### config.mk
export PLATFORM = sky130hd
export DESIGN_NAME = soft_reset_ctrl
export DESIGN_NICKNAME = d
export VERILOG_FILES = /design/src/pkg/soft_reset_pkg.sv /design/src/hdl/reset_request_cell.sv /design/src/hdl/soft_reset_ctrl.sv
export SDC_FILE = /design/constraint.sdc
export NUM_CORES = 1
export LEC_CHECK = 0
export ABC_CLOCK_PERIOD_IN_PS = 1850
export BUFFER_PORTS_ARGS = -buffer_cell sky130_fd_sc_hd__clkbuf_2
export CAP_MARGIN = 20
export CORE_ASPECT_RATIO = 1.75
export CORE_MARGIN = 5
export CORE_UTILIZATION = 51
export CTS_BUF_LIST = sky130_fd_sc_hd__clkbuf_8
export CTS_CLUSTER_DIAMETER = 120
export DETAILED_ROUTE_END_ITERATION = 10
export PLACE_DENSITY_LB_ADDON = 0.12
export REMOVE_ABC_BUFFERS = 1
export SLEW_MARGIN = 20
export SYNTH_ARGS = -nofsm -noshare
export SYNTH_HDL_FRONTEND = slang
export SYNTH_SLANG_ARGS = --single-unit
### constraint.sdc
create_clock -name clk -period 1.85 [get_ports clk]
set_clock_uncertainty 0.1 [all_clocks]
set_input_delay 0 -clock clk [delete_from_list [all_inputs] [get_ports clk]]
set_output_delay 0 -clock clk [all_outputs]
set_load 0.05 [all_outputs]
### src/pkg/soft_reset_pkg.sv
// Function
// - a write changes a reset bit only when its capability bit is set
// - bit 4 is the synchronous serial unit zero reset request, read/write, zero at reset
// - bits 16, 17, 18 are reset requests for timers 0, 1, 2, zero at reset
// - the reset-control register sits at offset 0x044, 32 bits, all zero at reset
`default_nettype none

package soft_reset_pkg;

   localparam int ADDR_W = 12;
   localparam int DATA_W = 32;
   localparam int PERIPH_N = 6;

   // register byte addresses
   localparam logic [ADDR_W-1:0] SOFTWARE_RESET_CONTROL_ONE_OFFSET = 12'h044;
   localparam logic [ADDR_W-1:0] CAPABILITY_MASK_TWO_OFFSET = 12'h014;
   localparam logic [ADDR_W-1:0] RESET_WRITE_STATUS_OFFSET = 12'h0F0;

   // field positions inside the reset-control word
   localparam int ASYNC_SERIAL_ZERO_BIT = 0;
   localparam int SERIAL_SYNC_ZERO_BIT = 4;
   localparam int TIMER_ZERO_BIT = 16;
   localparam int TIMER_ONE_BIT = 17;
   localparam int TIMER_TWO_BIT = 18;
   localparam int COMPARATOR_ZERO_BIT = 24;

   // status register fields
   localparam int STATUS_REJECT_FLAG_BIT = 31;

   // values after reset
   localparam logic [DATA_W-1:0] SOFTWARE_RESET_CONTROL_ONE_RESET = 32'h0000_0000;
   localparam logic [DATA_W-1:0] RESET_WRITE_STATUS_RESET = 32'h0000_0000;
   localparam logic [DATA_W-1:0] READ_DATA_RESET = 32'h0000_0000;

   // edges after reset release before the capability strap is latched
   localparam logic [1:0] STRAP_SETTLE_CYCLES = 2'h2;

   typedef int unsigned periph_pos_t [PERIPH_N];
   localparam periph_pos_t PERIPH_POS = '{
      ASYNC_SERIAL_ZERO_BIT, SERIAL_SYNC_ZERO_BIT, TIMER_ZERO_BIT,
      TIMER_ONE_BIT, TIMER_TWO_BIT, COMPARATOR_ZERO_BIT};

   typedef struct packed {
      logic [ADDR_W-1:0] addr;
      logic [DATA_W-1:0] wdata;
      logic wr;
      logic rd;
   } reg_req_s;

   typedef struct packed {
      logic comparator_zero_reset;
      logic timer_two_reset;
      logic timer_one_reset;
      logic timer_zero_reset;
      logic serial_sync_zero_reset;
      logic async_serial_zero_reset;
   } periph_resets_s;

endpackage

`default_nettype wire

### src/hdl/reset_request_cell.sv
`timescale 1ns/1ps
`default_nettype none

module reset_request_cell
(
   input wire logic clk,
   input wire logic srst,
   input wire logic write_hit,
   input wire logic write_value,
   input wire logic present,
   output logic request
);
   import soft_reset_pkg::*;

   typedef struct packed {
      logic request;
   } cell_state_s;

   cell_state_s state;
   cell_state_s next_state;

   always_comb
   begin
      next_state = state;
      // absent peripherals keep their bit at zero whatever is written
      if (write_hit && present)
      begin
         next_state.request = write_value;
      end
   end

   always_ff @(posedge clk)
   begin
      if (srst)
      begin
         state <= '0;
      end
      else
      begin
         state <= next_state;
      end
   end

   assign request = state.request;

endmodule // reset_request_cell

`default_nettype wire

### src/hdl/soft_reset_ctrl.sv
`timescale 1ns/1ps
`default_nettype none

module soft_reset_ctrl
(
   input wire logic clk,
   input wire logic srst,
   input wire soft_reset_pkg::reg_req_s bus_req,
   output var logic [soft_reset_pkg::DATA_W-1:0] read_data,
   input wire logic [soft_reset_pkg::DATA_W-1:0] capability_strap,
   output var soft_reset_pkg::periph_resets_s periph_resets
);
   import soft_reset_pkg::*;

   typedef struct packed {
      logic [DATA_W-1:0] strap_meta;
      logic [DATA_W-1:0] strap_sync;
      logic [1:0] settle_count;
      logic strap_latched;
      logic [PERIPH_N-1:0] present;
      logic [DATA_W-1:0] capability;
      logic reject_flag;
      logic [DATA_W-1:0] reject_bits;
      logic [DATA_W-1:0] read_data;
   } ctrl_state_s;

   ctrl_state_s state;
   ctrl_state_s next_state;

   logic [PERIPH_N-1:0] cell_request;
   logic [DATA_W-1:0] control_word;
   logic [DATA_W-1:0] implemented_mask;
   logic [DATA_W-1:0] present_mask;
   logic control_write;
   logic status_write;
   logic [DATA_W-1:0] reject_now;

   // each implemented bit is one cell; reserved bits have no storage
   genvar gi;
   generate
      for (gi = 0; gi < PERIPH_N; gi = gi + 1)
      begin : g_cell
         reset_request_cell u_cell
         (
            .clk(clk),
            .srst(srst),
            .write_hit(control_write),
            .write_value(bus_req.wdata[PERIPH_POS[gi]]),
            .present(state.present[gi]),
            .request(cell_request[gi])
         );
      end
   endgenerate

   // decode and word assembly
   always_comb
   begin
      control_word = SOFTWARE_RESET_CONTROL_ONE_RESET;
      implemented_mask = '0;
      present_mask = '0;
      for (int i = 0; i < PERIPH_N; i++)
      begin
         // reserved positions stay zero on read
         control_word[PERIPH_POS[i]] = cell_request[i];
         implemented_mask[PERIPH_POS[i]] = 1'b1;
         present_mask[PERIPH_POS[i]] = state.present[i];
      end
      control_write = bus_req.wr && (bus_req.addr == SOFTWARE_RESET_CONTROL_ONE_OFFSET);
      status_write = bus_req.wr && (bus_req.addr == RESET_WRITE_STATUS_OFFSET);
      // only attempts to raise a reset of an absent peripheral are recorded
      if (control_write)
      begin
         reject_now = bus_req.wdata & implemented_mask & ~present_mask;
      end
      else
      begin
         reject_now = '0;
      end
   end

   always_comb
   begin
      next_state = state;

      // strap crosses in from pins: second stage alone is read
      next_state.strap_meta = capability_strap;
      next_state.strap_sync = state.strap_meta;

      // strap is caught once after release, never during reset
      if (!state.strap_latched)
      begin
         if (state.settle_count == STRAP_SETTLE_CYCLES)
         begin
            next_state.strap_latched = 1'b1;
            next_state.capability = state.strap_sync & implemented_mask;
            for (int i = 0; i < PERIPH_N; i++)
            begin
               next_state.present[i] = state.strap_sync[PERIPH_POS[i]];
            end
         end
         else
         begin
            next_state.settle_count = state.settle_count + 2'h1;
         end
      end

      // write-one-to-clear, a new rejection in the same cycle wins
      if (status_write)
      begin
         if (bus_req.wdata[STATUS_REJECT_FLAG_BIT])
         begin
            next_state.reject_flag = 1'b0;
         end
         next_state.reject_bits = state.reject_bits & ~bus_req.wdata;
      end
      if (reject_now != '0)
      begin
         next_state.reject_flag = 1'b1;
      end
      next_state.reject_bits = next_state.reject_bits | reject_now;

      // read data stands only in the cycle after the strobe
      next_state.read_data = READ_DATA_RESET;
      if (bus_req.rd)
      begin
         case (bus_req.addr)
            SOFTWARE_RESET_CONTROL_ONE_OFFSET:
            begin
               next_state.read_data = control_word;
            end
            CAPABILITY_MASK_TWO_OFFSET:
            begin
               next_state.read_data = state.capability;
            end
            RESET_WRITE_STATUS_OFFSET:
            begin
               next_state.read_data = state.reject_bits;
               next_state.read_data[STATUS_REJECT_FLAG_BIT] = state.reject_flag;
            end
            default:
            begin
               // unmapped addresses answer zero, never stall
               next_state.read_data = READ_DATA_RESET;
            end
         endcase
      end
   end

   always_ff @(posedge clk)
   begin
      if (srst)
      begin
         state.strap_meta <= '0;
         state.strap_sync <= '0;
         state.settle_count <= '0;
         state.strap_latched <= 1'b0;
         // nothing is present until the strap is latched
         state.present <= '0;
         state.capability <= '0;
         state.reject_flag <= 1'b0;
         state.reject_bits <= RESET_WRITE_STATUS_RESET;
         state.read_data <= READ_DATA_RESET;
      end
      else
      begin
         state <= next_state;
      end
   end

   assign read_data = state.read_data;

   // outputs come straight from the cell flops
   always_comb
   begin
      periph_resets.async_serial_zero_reset = cell_request[0];
      periph_resets.serial_sync_zero_reset = cell_request[1];
      periph_resets.timer_zero_reset = cell_request[2];
      periph_resets.timer_one_reset = cell_request[3];
      periph_resets.timer_two_reset = cell_request[4];
      periph_resets.comparator_zero_reset = cell_request[5];
   end

endmodule // soft_reset_ctrl

`default_nettype wire

==> results_dict.tcl, run 1 <==
set metrics [dict create \
    slew_headroom_pct 65.2 \
    die_w_um 71.8 \
    vias 2554 \
    crit_fanout 19 \
    leakagePower_uw 0.00202 \
    root_buffer "clkbuf_8" \
    dpl-instance-area_um2 3700 \
    grt_pass1_wl_um 12000 \
    cts_tree "yes" \
    initial_core_util_pct 52.2 \
    yosys_warnings 0 \
    final_nets 523 \
    antenna_found_initial 0 \
    dr.pass1.iters 4 \
    drt_iter0_markers 143 \
    syn_inst 342 \
    ant_nets 0 \
    worstPathRequired_ns 2.06 \
    dp_hpwl_um 5000 \
    synth_cell_types 36 \
    fmax_mhz 655 \
    fillCellCount 566 \
    ios 118 \
    syn-cell-area_um2 3410 \
    ctsResizeCount 0 \
    clk_latency_ns 0.36 \
    clk_pin_slew_worst_paths_ns 0.09 \
    die_y_um 118 \
    final_max_slew_viol_count 0 \
    numCtsBuffers 9 \
    place_congestion 0.757 \
    ys_ff_latch 91 \
    die_area_um2 8490 \
    cp.arrival_ns 1.74 \
    status "finished, final reports clean" \
    ir_drop_v 0.000881 \
    grt_pass1_vias 2617 \
    h-tree-depth 3 \
    tns_ns 0 \
    clockBufferDepth 2 \
    drc 0 \
    rows 39 \
    grtUsageTotal_pct 18.0 \
    core_um2 6540 \
    final_hold_viol_count 0 \
    cap_violations 0 \
    setup_slack_ns 0.324 \
    fin_crit_sh_pct 82.5 \
    wirelength_um 7180 \
    syn_to_final_growth_pct 27.1 \
    critPathLaunchType "input port" \
    grt.overflow.total 0 \
    endpoint_kind "flip-flop" \
    avgSynthCellArea_um2 9.98 \
    worst_pin_slew_ns 0.521 \
    io_buffers 91 \
    setup_viol 0 \
    grt_max_degree 33 \
    critical_path_class "input port to flip-flop" \
    rsz0062_at_grt "no" \
    wl_per_cell_um 13.6 \
    pre_cts_ws_ns 0.0608 \
    hp-class "input port to flip-flop" \
    cts.sinks 91 \
    ys_seq_area_share_pct 53.4 \
    finalCriticalPeriod_ns 1.53 \
    drive_gt1_share_pct 28.9 \
    p_per_area_nw_per_um2 885 \
    postLayoutCellArea_um2 4340 \
    n_antenna_cell 0 \
    via_per_inst 4.83 \
]
cells by family (layout without fill, tap and decap cells):
group,after synthesis,after routing,share of synthesized area (%)
DFF,91,91,53.4
AOI/OAI and AO/OA,40,40,9.28
xor gates and xnor gates,1,1,0.257
buffers and inverters,64,169,11.8
muxes,6,6,1.76
and+or+nand+nor,139,139,23.1
adders and majority gates,1,1,0.367
sequential cells by signal, summed over array words and instances, names as in the netlist:
register               count
state                     47
g_cell.u_cell.request      6
read_data                 32
next_state                 6
metrics by stage:
stage | instances | util, % | power (uW) | hold slack [ns]
3_3_place_gp | 472 | 56.6 | 2330 | 0.110
5_1_grt | 529 | 66.3 | 4020 | 0.144
3_5_place_dp | 472 | 56.6 | 2350 | 0.119
6_report | 529 | 66.3 | 3840 | 0.111
4_1_cts | 529 | 66.3 | 3890 | 0.101
2_1_floorplan | 287 | - | 2220 | -0.0284
path summary, 6_finish.rpt:
| check | startpoint | end | slack [ns] | depth (start not counted) |
|---|---|---|---|---|
| worst min-delay path | bus_req[40] | read_data[4]$_SDFF_PP0_ | 0.11 | 5 |
| worst max-delay path | srst | read_data[27]$_SDFF_PP0_ | 0.32 | 6 |
| worst min register to register | next_state[123]$_SDFF_PP0_ | state[123]$_SDFF_PP0_ | 0.35 | 1 |
| worst max register to register | state[82]$_SDFFE_PP0P_ | state[64]$_SDFFE_PP0P_ | 0.50 | 3 |
synth_stat cells, drive strengths merged:
cell / n / share of area [%]
o21ba: 1 / 0.29
a22oi: 6 / 1.3
xnor2: 1 / 0.26
or3: 1 / 0.18
nor2b: 17 / 3.1
a21oi: 8 / 1.2
or4b: 1 / 0.40
o22ai: 2 / 0.37
nand2: 37 / 4.1
nand4b: 1 / 0.26
a211oi: 1 / 0.22
ha: 1 / 0.37
clkbuf: 12 / 1.3
nand2b: 2 / 0.37
and2: 26 / 4.8
inv: 8 / 0.88
or3b: 1 / 0.26
o21ai: 2 / 0.40
a32o: 4 / 1.2
nor2: 17 / 1.9
a31o: 2 / 0.51
dfxtp: 91 / 53
a22o: 6 / 1.5
mux2i: 6 / 1.8
o41ai: 1 / 0.26
a41o: 6 / 1.8
buf: 43 / 9.5
or4: 1 / 0.33
a211o: 1 / 0.26
clkinv: 1 / 0.11
nor4: 3 / 1.9
nor3: 7 / 1.0
and3: 25 / 4.6
layout by cell type (no fill, tap or decap), drive strengths merged, types with 3 or more instances in the layout:
cell,synthesis,final
a22oi,6,6
dlygate4sd3,0,41
dfxtp,91,91
and2,26,26
a22o,6,6
nand2,37,37
inv,8,11
nor2b,17,17
nor2,17,17
nor4,3,3
a32o,4,4
nor3,7,7
a41o,6,6
clkbuf,12,100
buf,43,12
a21oi,8,8
mux2i,6,6
and3,25,25
layout make-up:
cell class | instances | area, um^2 | area share (%)
inverters | 9 | 33.8 | 0.779
clock inverters | 7 | 98.8 | 2.28
repair buffers | 144 | 968 | 22.3
clock buffers | 9 | 124 | 2.86
multi-input cells | 187 | 1190 | 27.4
flip-flops and latches | 91 | 1820 | 42.0
well taps | 82 | 103 | 2.37
report_power, final:
part / total [uW] / switching, uW / internal [uW]
registers: 2030 / 25.9 / 2000
logic: 342 / 153 / 189
clock network: 1470 / 695 / 772
worst max-delay path: stages:
cell and delay, ns:
dlygate4sd3_1 0.53, clkbuf_2 0.25, nand2b_1 0.26, nor4_4 0.28
buf_4 0.25, and2_1 0.15
per-layer routing:
metal / track usage (%) / vias to the layer above / routed length, um
met1: 18.8 / 1162 / 2770
met5: 0 / - / 0
li1: - / 1307 / -
met2: 32.9 / 75 / 3870
met3: 4.16 / 10 / 401
met4: 8.47 / 0 / 140
repair_timing:
action	in CTS	in global routing
setup buffers	0	0
hold buffers	41	0
endpoints found under the hold margin	50	0
Power figures use the tool's default switching activity.
==> inputs of run 2 (changes only) <==
--- a/config.mk
+++ b/config.mk
@@ -5,7 +5,7 @@
 export SDC_FILE = /design/constraint.sdc
 export NUM_CORES = 1
 export LEC_CHECK = 0
-export ABC_CLOCK_PERIOD_IN_PS = 1850
+export ABC_CLOCK_PERIOD_IN_PS = 1580
 export BUFFER_PORTS_ARGS = -buffer_cell sky130_fd_sc_hd__clkbuf_2
 export CAP_MARGIN = 20
 export CORE_ASPECT_RATIO = 1.75
==> constraint.sdc (replaced) <==
create_clock -name clk -period 1.58 [get_ports clk]
set_clock_uncertainty 0.1 [all_clocks]
set_input_delay 0 -clock clk [delete_from_list [all_inputs] [get_ports clk]]
set_output_delay 0 -clock clk [all_outputs]
set_load 0.05 [all_outputs]
==> results_dict.tcl, run 2 (same netlist as run 1, synthesis figures left out) <==
set metrics [dict create \
    status "finished, final reports clean" \
    rsz0062_at_grt "no" \
    dr.pass1.iters 4 \
    dp_hpwl_um 5060 \
    fmax_mhz 731 \
    fillCellCount 548 \
    tns_ns 0 \
    cpPeakStageDelay_ns 0.54 \
    drc 0 \
    drt_iter0_markers 168 \
    utilization_pct 66.5 \
    final_nets 529 \
    leakagePower_uw 0.00203 \
    seqCellArea_um2 1820 \
    ant_nets 0 \
    path_buf_inv 3 \
    critPathLaunchType "input port" \
    crit_fanout 26 \
    drive_gt1_share_pct 30.0 \
    fin_crit_sh_pct 86.6 \
    cpLargestDelayFamily "buffers and inverters" \
    hp-start "bus_req[1]" \
    die_area_um2 8490 \
    worstHoldEndpoint "state[64]$_SDFFE_PP0P_" \
    n_antenna_cell 0 \
    ir_drop_v 0.000657 \
    rr_endpoint "state[82]$_SDFFE_PP0P_" \
    hold_buffers 39 \
    clk_latency_ns 0.36 \
    h-tree-depth 3 \
    final_hold_viol_count 0 \
    rr_worst_depth 6 \
    reg2reg_from "state[104]$_SDFFE_PP0P_" \
    cts_tree "yes" \
    root_buffer "clkbuf_8" \
    antenna_found_initial 0 \
    grt_pass1_wl_um 11800 \
    p_seq_share_pct 56.7 \
    wl_met3_um 373 \
    die_w_um 71.8 \
    ios 118 \
    endpoint_kind "flip-flop" \
    grt_max_degree 27 \
    io_buffers 91 \
    crit_chain "dlygate4sd3_1 -> clkbuf_2 -> nand2b_1 -> nor4_4 -> buf_12 -> and2_1" \
    core_um2 6540 \
    rrSetupSlack_ns 0.30 \
    hp-class "input port to flip-flop" \
    die_y_um 118 \
    final_cell_mix "91 x dfxtp_1, 91 x clkbuf_2, 39 x dlygate4sd3_1, 37 x nand2_1, 26 x and2_1" \
    critical_path_class "input port to flip-flop" \
    rows 39 \
    cts.sinks 91 \
    grt_pass1_vias 2563 \
    setup_viol 0 \
    syn_to_final_growth_pct 27.4 \
    finalCriticalPeriod_ns 1.37 \
    hold_path_depth 6 \
    reg_top3 "state x47, read_data x32" \
    postCtsSetupBuffers 0 \
    power.switching_uw 1000 \
    dr_wl_met2_um 3620 \
    routed.top_layer "met4" \
    via_per_inst 4.78 \
    clockBufferDepth 2 \
    p_per_area_nw_per_um2 963 \
    slowest_stage "dlygate4sd3_1" \
    grtUsageTotal_pct 17.7 \
    worst_pin_slew_ns 0.429 \
    clk_pin_slew_worst_paths_ns 0.08 \
    largest_reg_flops 47 \
    pwr-share-comb_pct 9.7 \
    wirelength_um 7060 \
    clock_power_share_pct 33.6 \
    ctsResizeCount 0 \
    place_congestion 0.795 \
    wl_per_cell_um 13.2 \
    slew_headroom_pct 71.2 \
    vias 2559 \
    cp.arrival_ns 1.57 \
    p_int_uw 3180 \
    grt.overflow.total 0 \
    wl_met1_um 2830 \
    max_flop_register "state" \
    final_max_slew_viol_count 0 \
    cap_violations 0 \
    swShare_pct 23.9 \
    numCtsBuffers 9 \
    initial_core_util_pct 52.2 \
    multi_input_area_um2 1190 \
    worstPathRequired_ns 1.78 \
]
-- run 2: cell types whose count changed in the layout (fill, tap and decap cells not counted), sizes merged --
cell,delta
dlygate4sd3,-2
bufinv,-2
inv,-2
buf,+8
clkinv,+3
clkbuf,+1
-- run 2: power by group through the flow --
| stage | Combinational (uW) | Clock [uW] | Sequential [uW] |
|---|---|---|---|
| floorplan | 182 | 0 | 2420 |
| global placement | 325 | 0 | 2420 |
| detailed placement | 333 | 0 | 2430 |
| CTS | 410 | 1450 | 2370 |
| global route | 455 | 1550 | 2380 |
| finish | 406 | 1410 | 2370 |
-- run 2: how the worst max path moves through the flow --
stage / start / to / slack, ns / cells after the start
floorplan: bus_req[35] / state[32]$_SDFF_PP0_ / -0.53 / 4
global placement: bus_req[45] / g_cell[0].u_cell.request$_SDFFE_PP0P_ / -0.16 / 6
detailed placement: bus_req[35] / state[46]$_SDFFE_PP0N_ / -0.18 / 6
CTS: bus_req[35] / state[45]$_SDFFE_PP0N_ / 0.21 / 6
global route: bus_req[35] / state[44]$_SDFFE_PP0N_ / 0.12 / 6
finish: srst / read_data[22]$_SDFF_PP0_ / 0.21 / 6
-- run 2: area by class of cell --
| type | count | area share (%) |
|---|---|---|
| timing repair buffer | 150 | 23.5 |
| clock buffer | 10 | 3.17 |
| clock inverter | 6 | 0.979 |
| sequential | 91 | 41.9 |
| tap | 82 | 2.36 |
| multi-input combinational | 187 | 27.3 |
| inverter | 9 | 0.777 |
-- run 2: through the flow --
step	power (uW)	setup WS (ns)	hold slack, ns	cells	area [um^2]
floorplan	2600	-0.534	-0.0284	287	3040
global placement	2750	-0.156	0.110	480	3770
detailed placement	2760	-0.177	0.119	480	3770
CTS	4230	0.211	0.111	535	4350
global route	4380	0.119	0.131	535	4350
finish	4180	0.211	0.122	535	4350
-- run 2: tightest hold or removal path, cell delays in order --
cell,delay [ns]
clkbuf_2,0.09
nand2b_1,0.11
nor4_4,0.06
buf_12,0.14
o41ai_1,0.08
o21ai_2,0.05
-- run 2: layer usage --
metal / up-vias / GRT usage [%]
met5: - / 0
met4: 0 / 10.8
met3: 17 / 3.82
met2: 76 / 30.4
met1: 1144 / 19.3
li1: 1322 / -
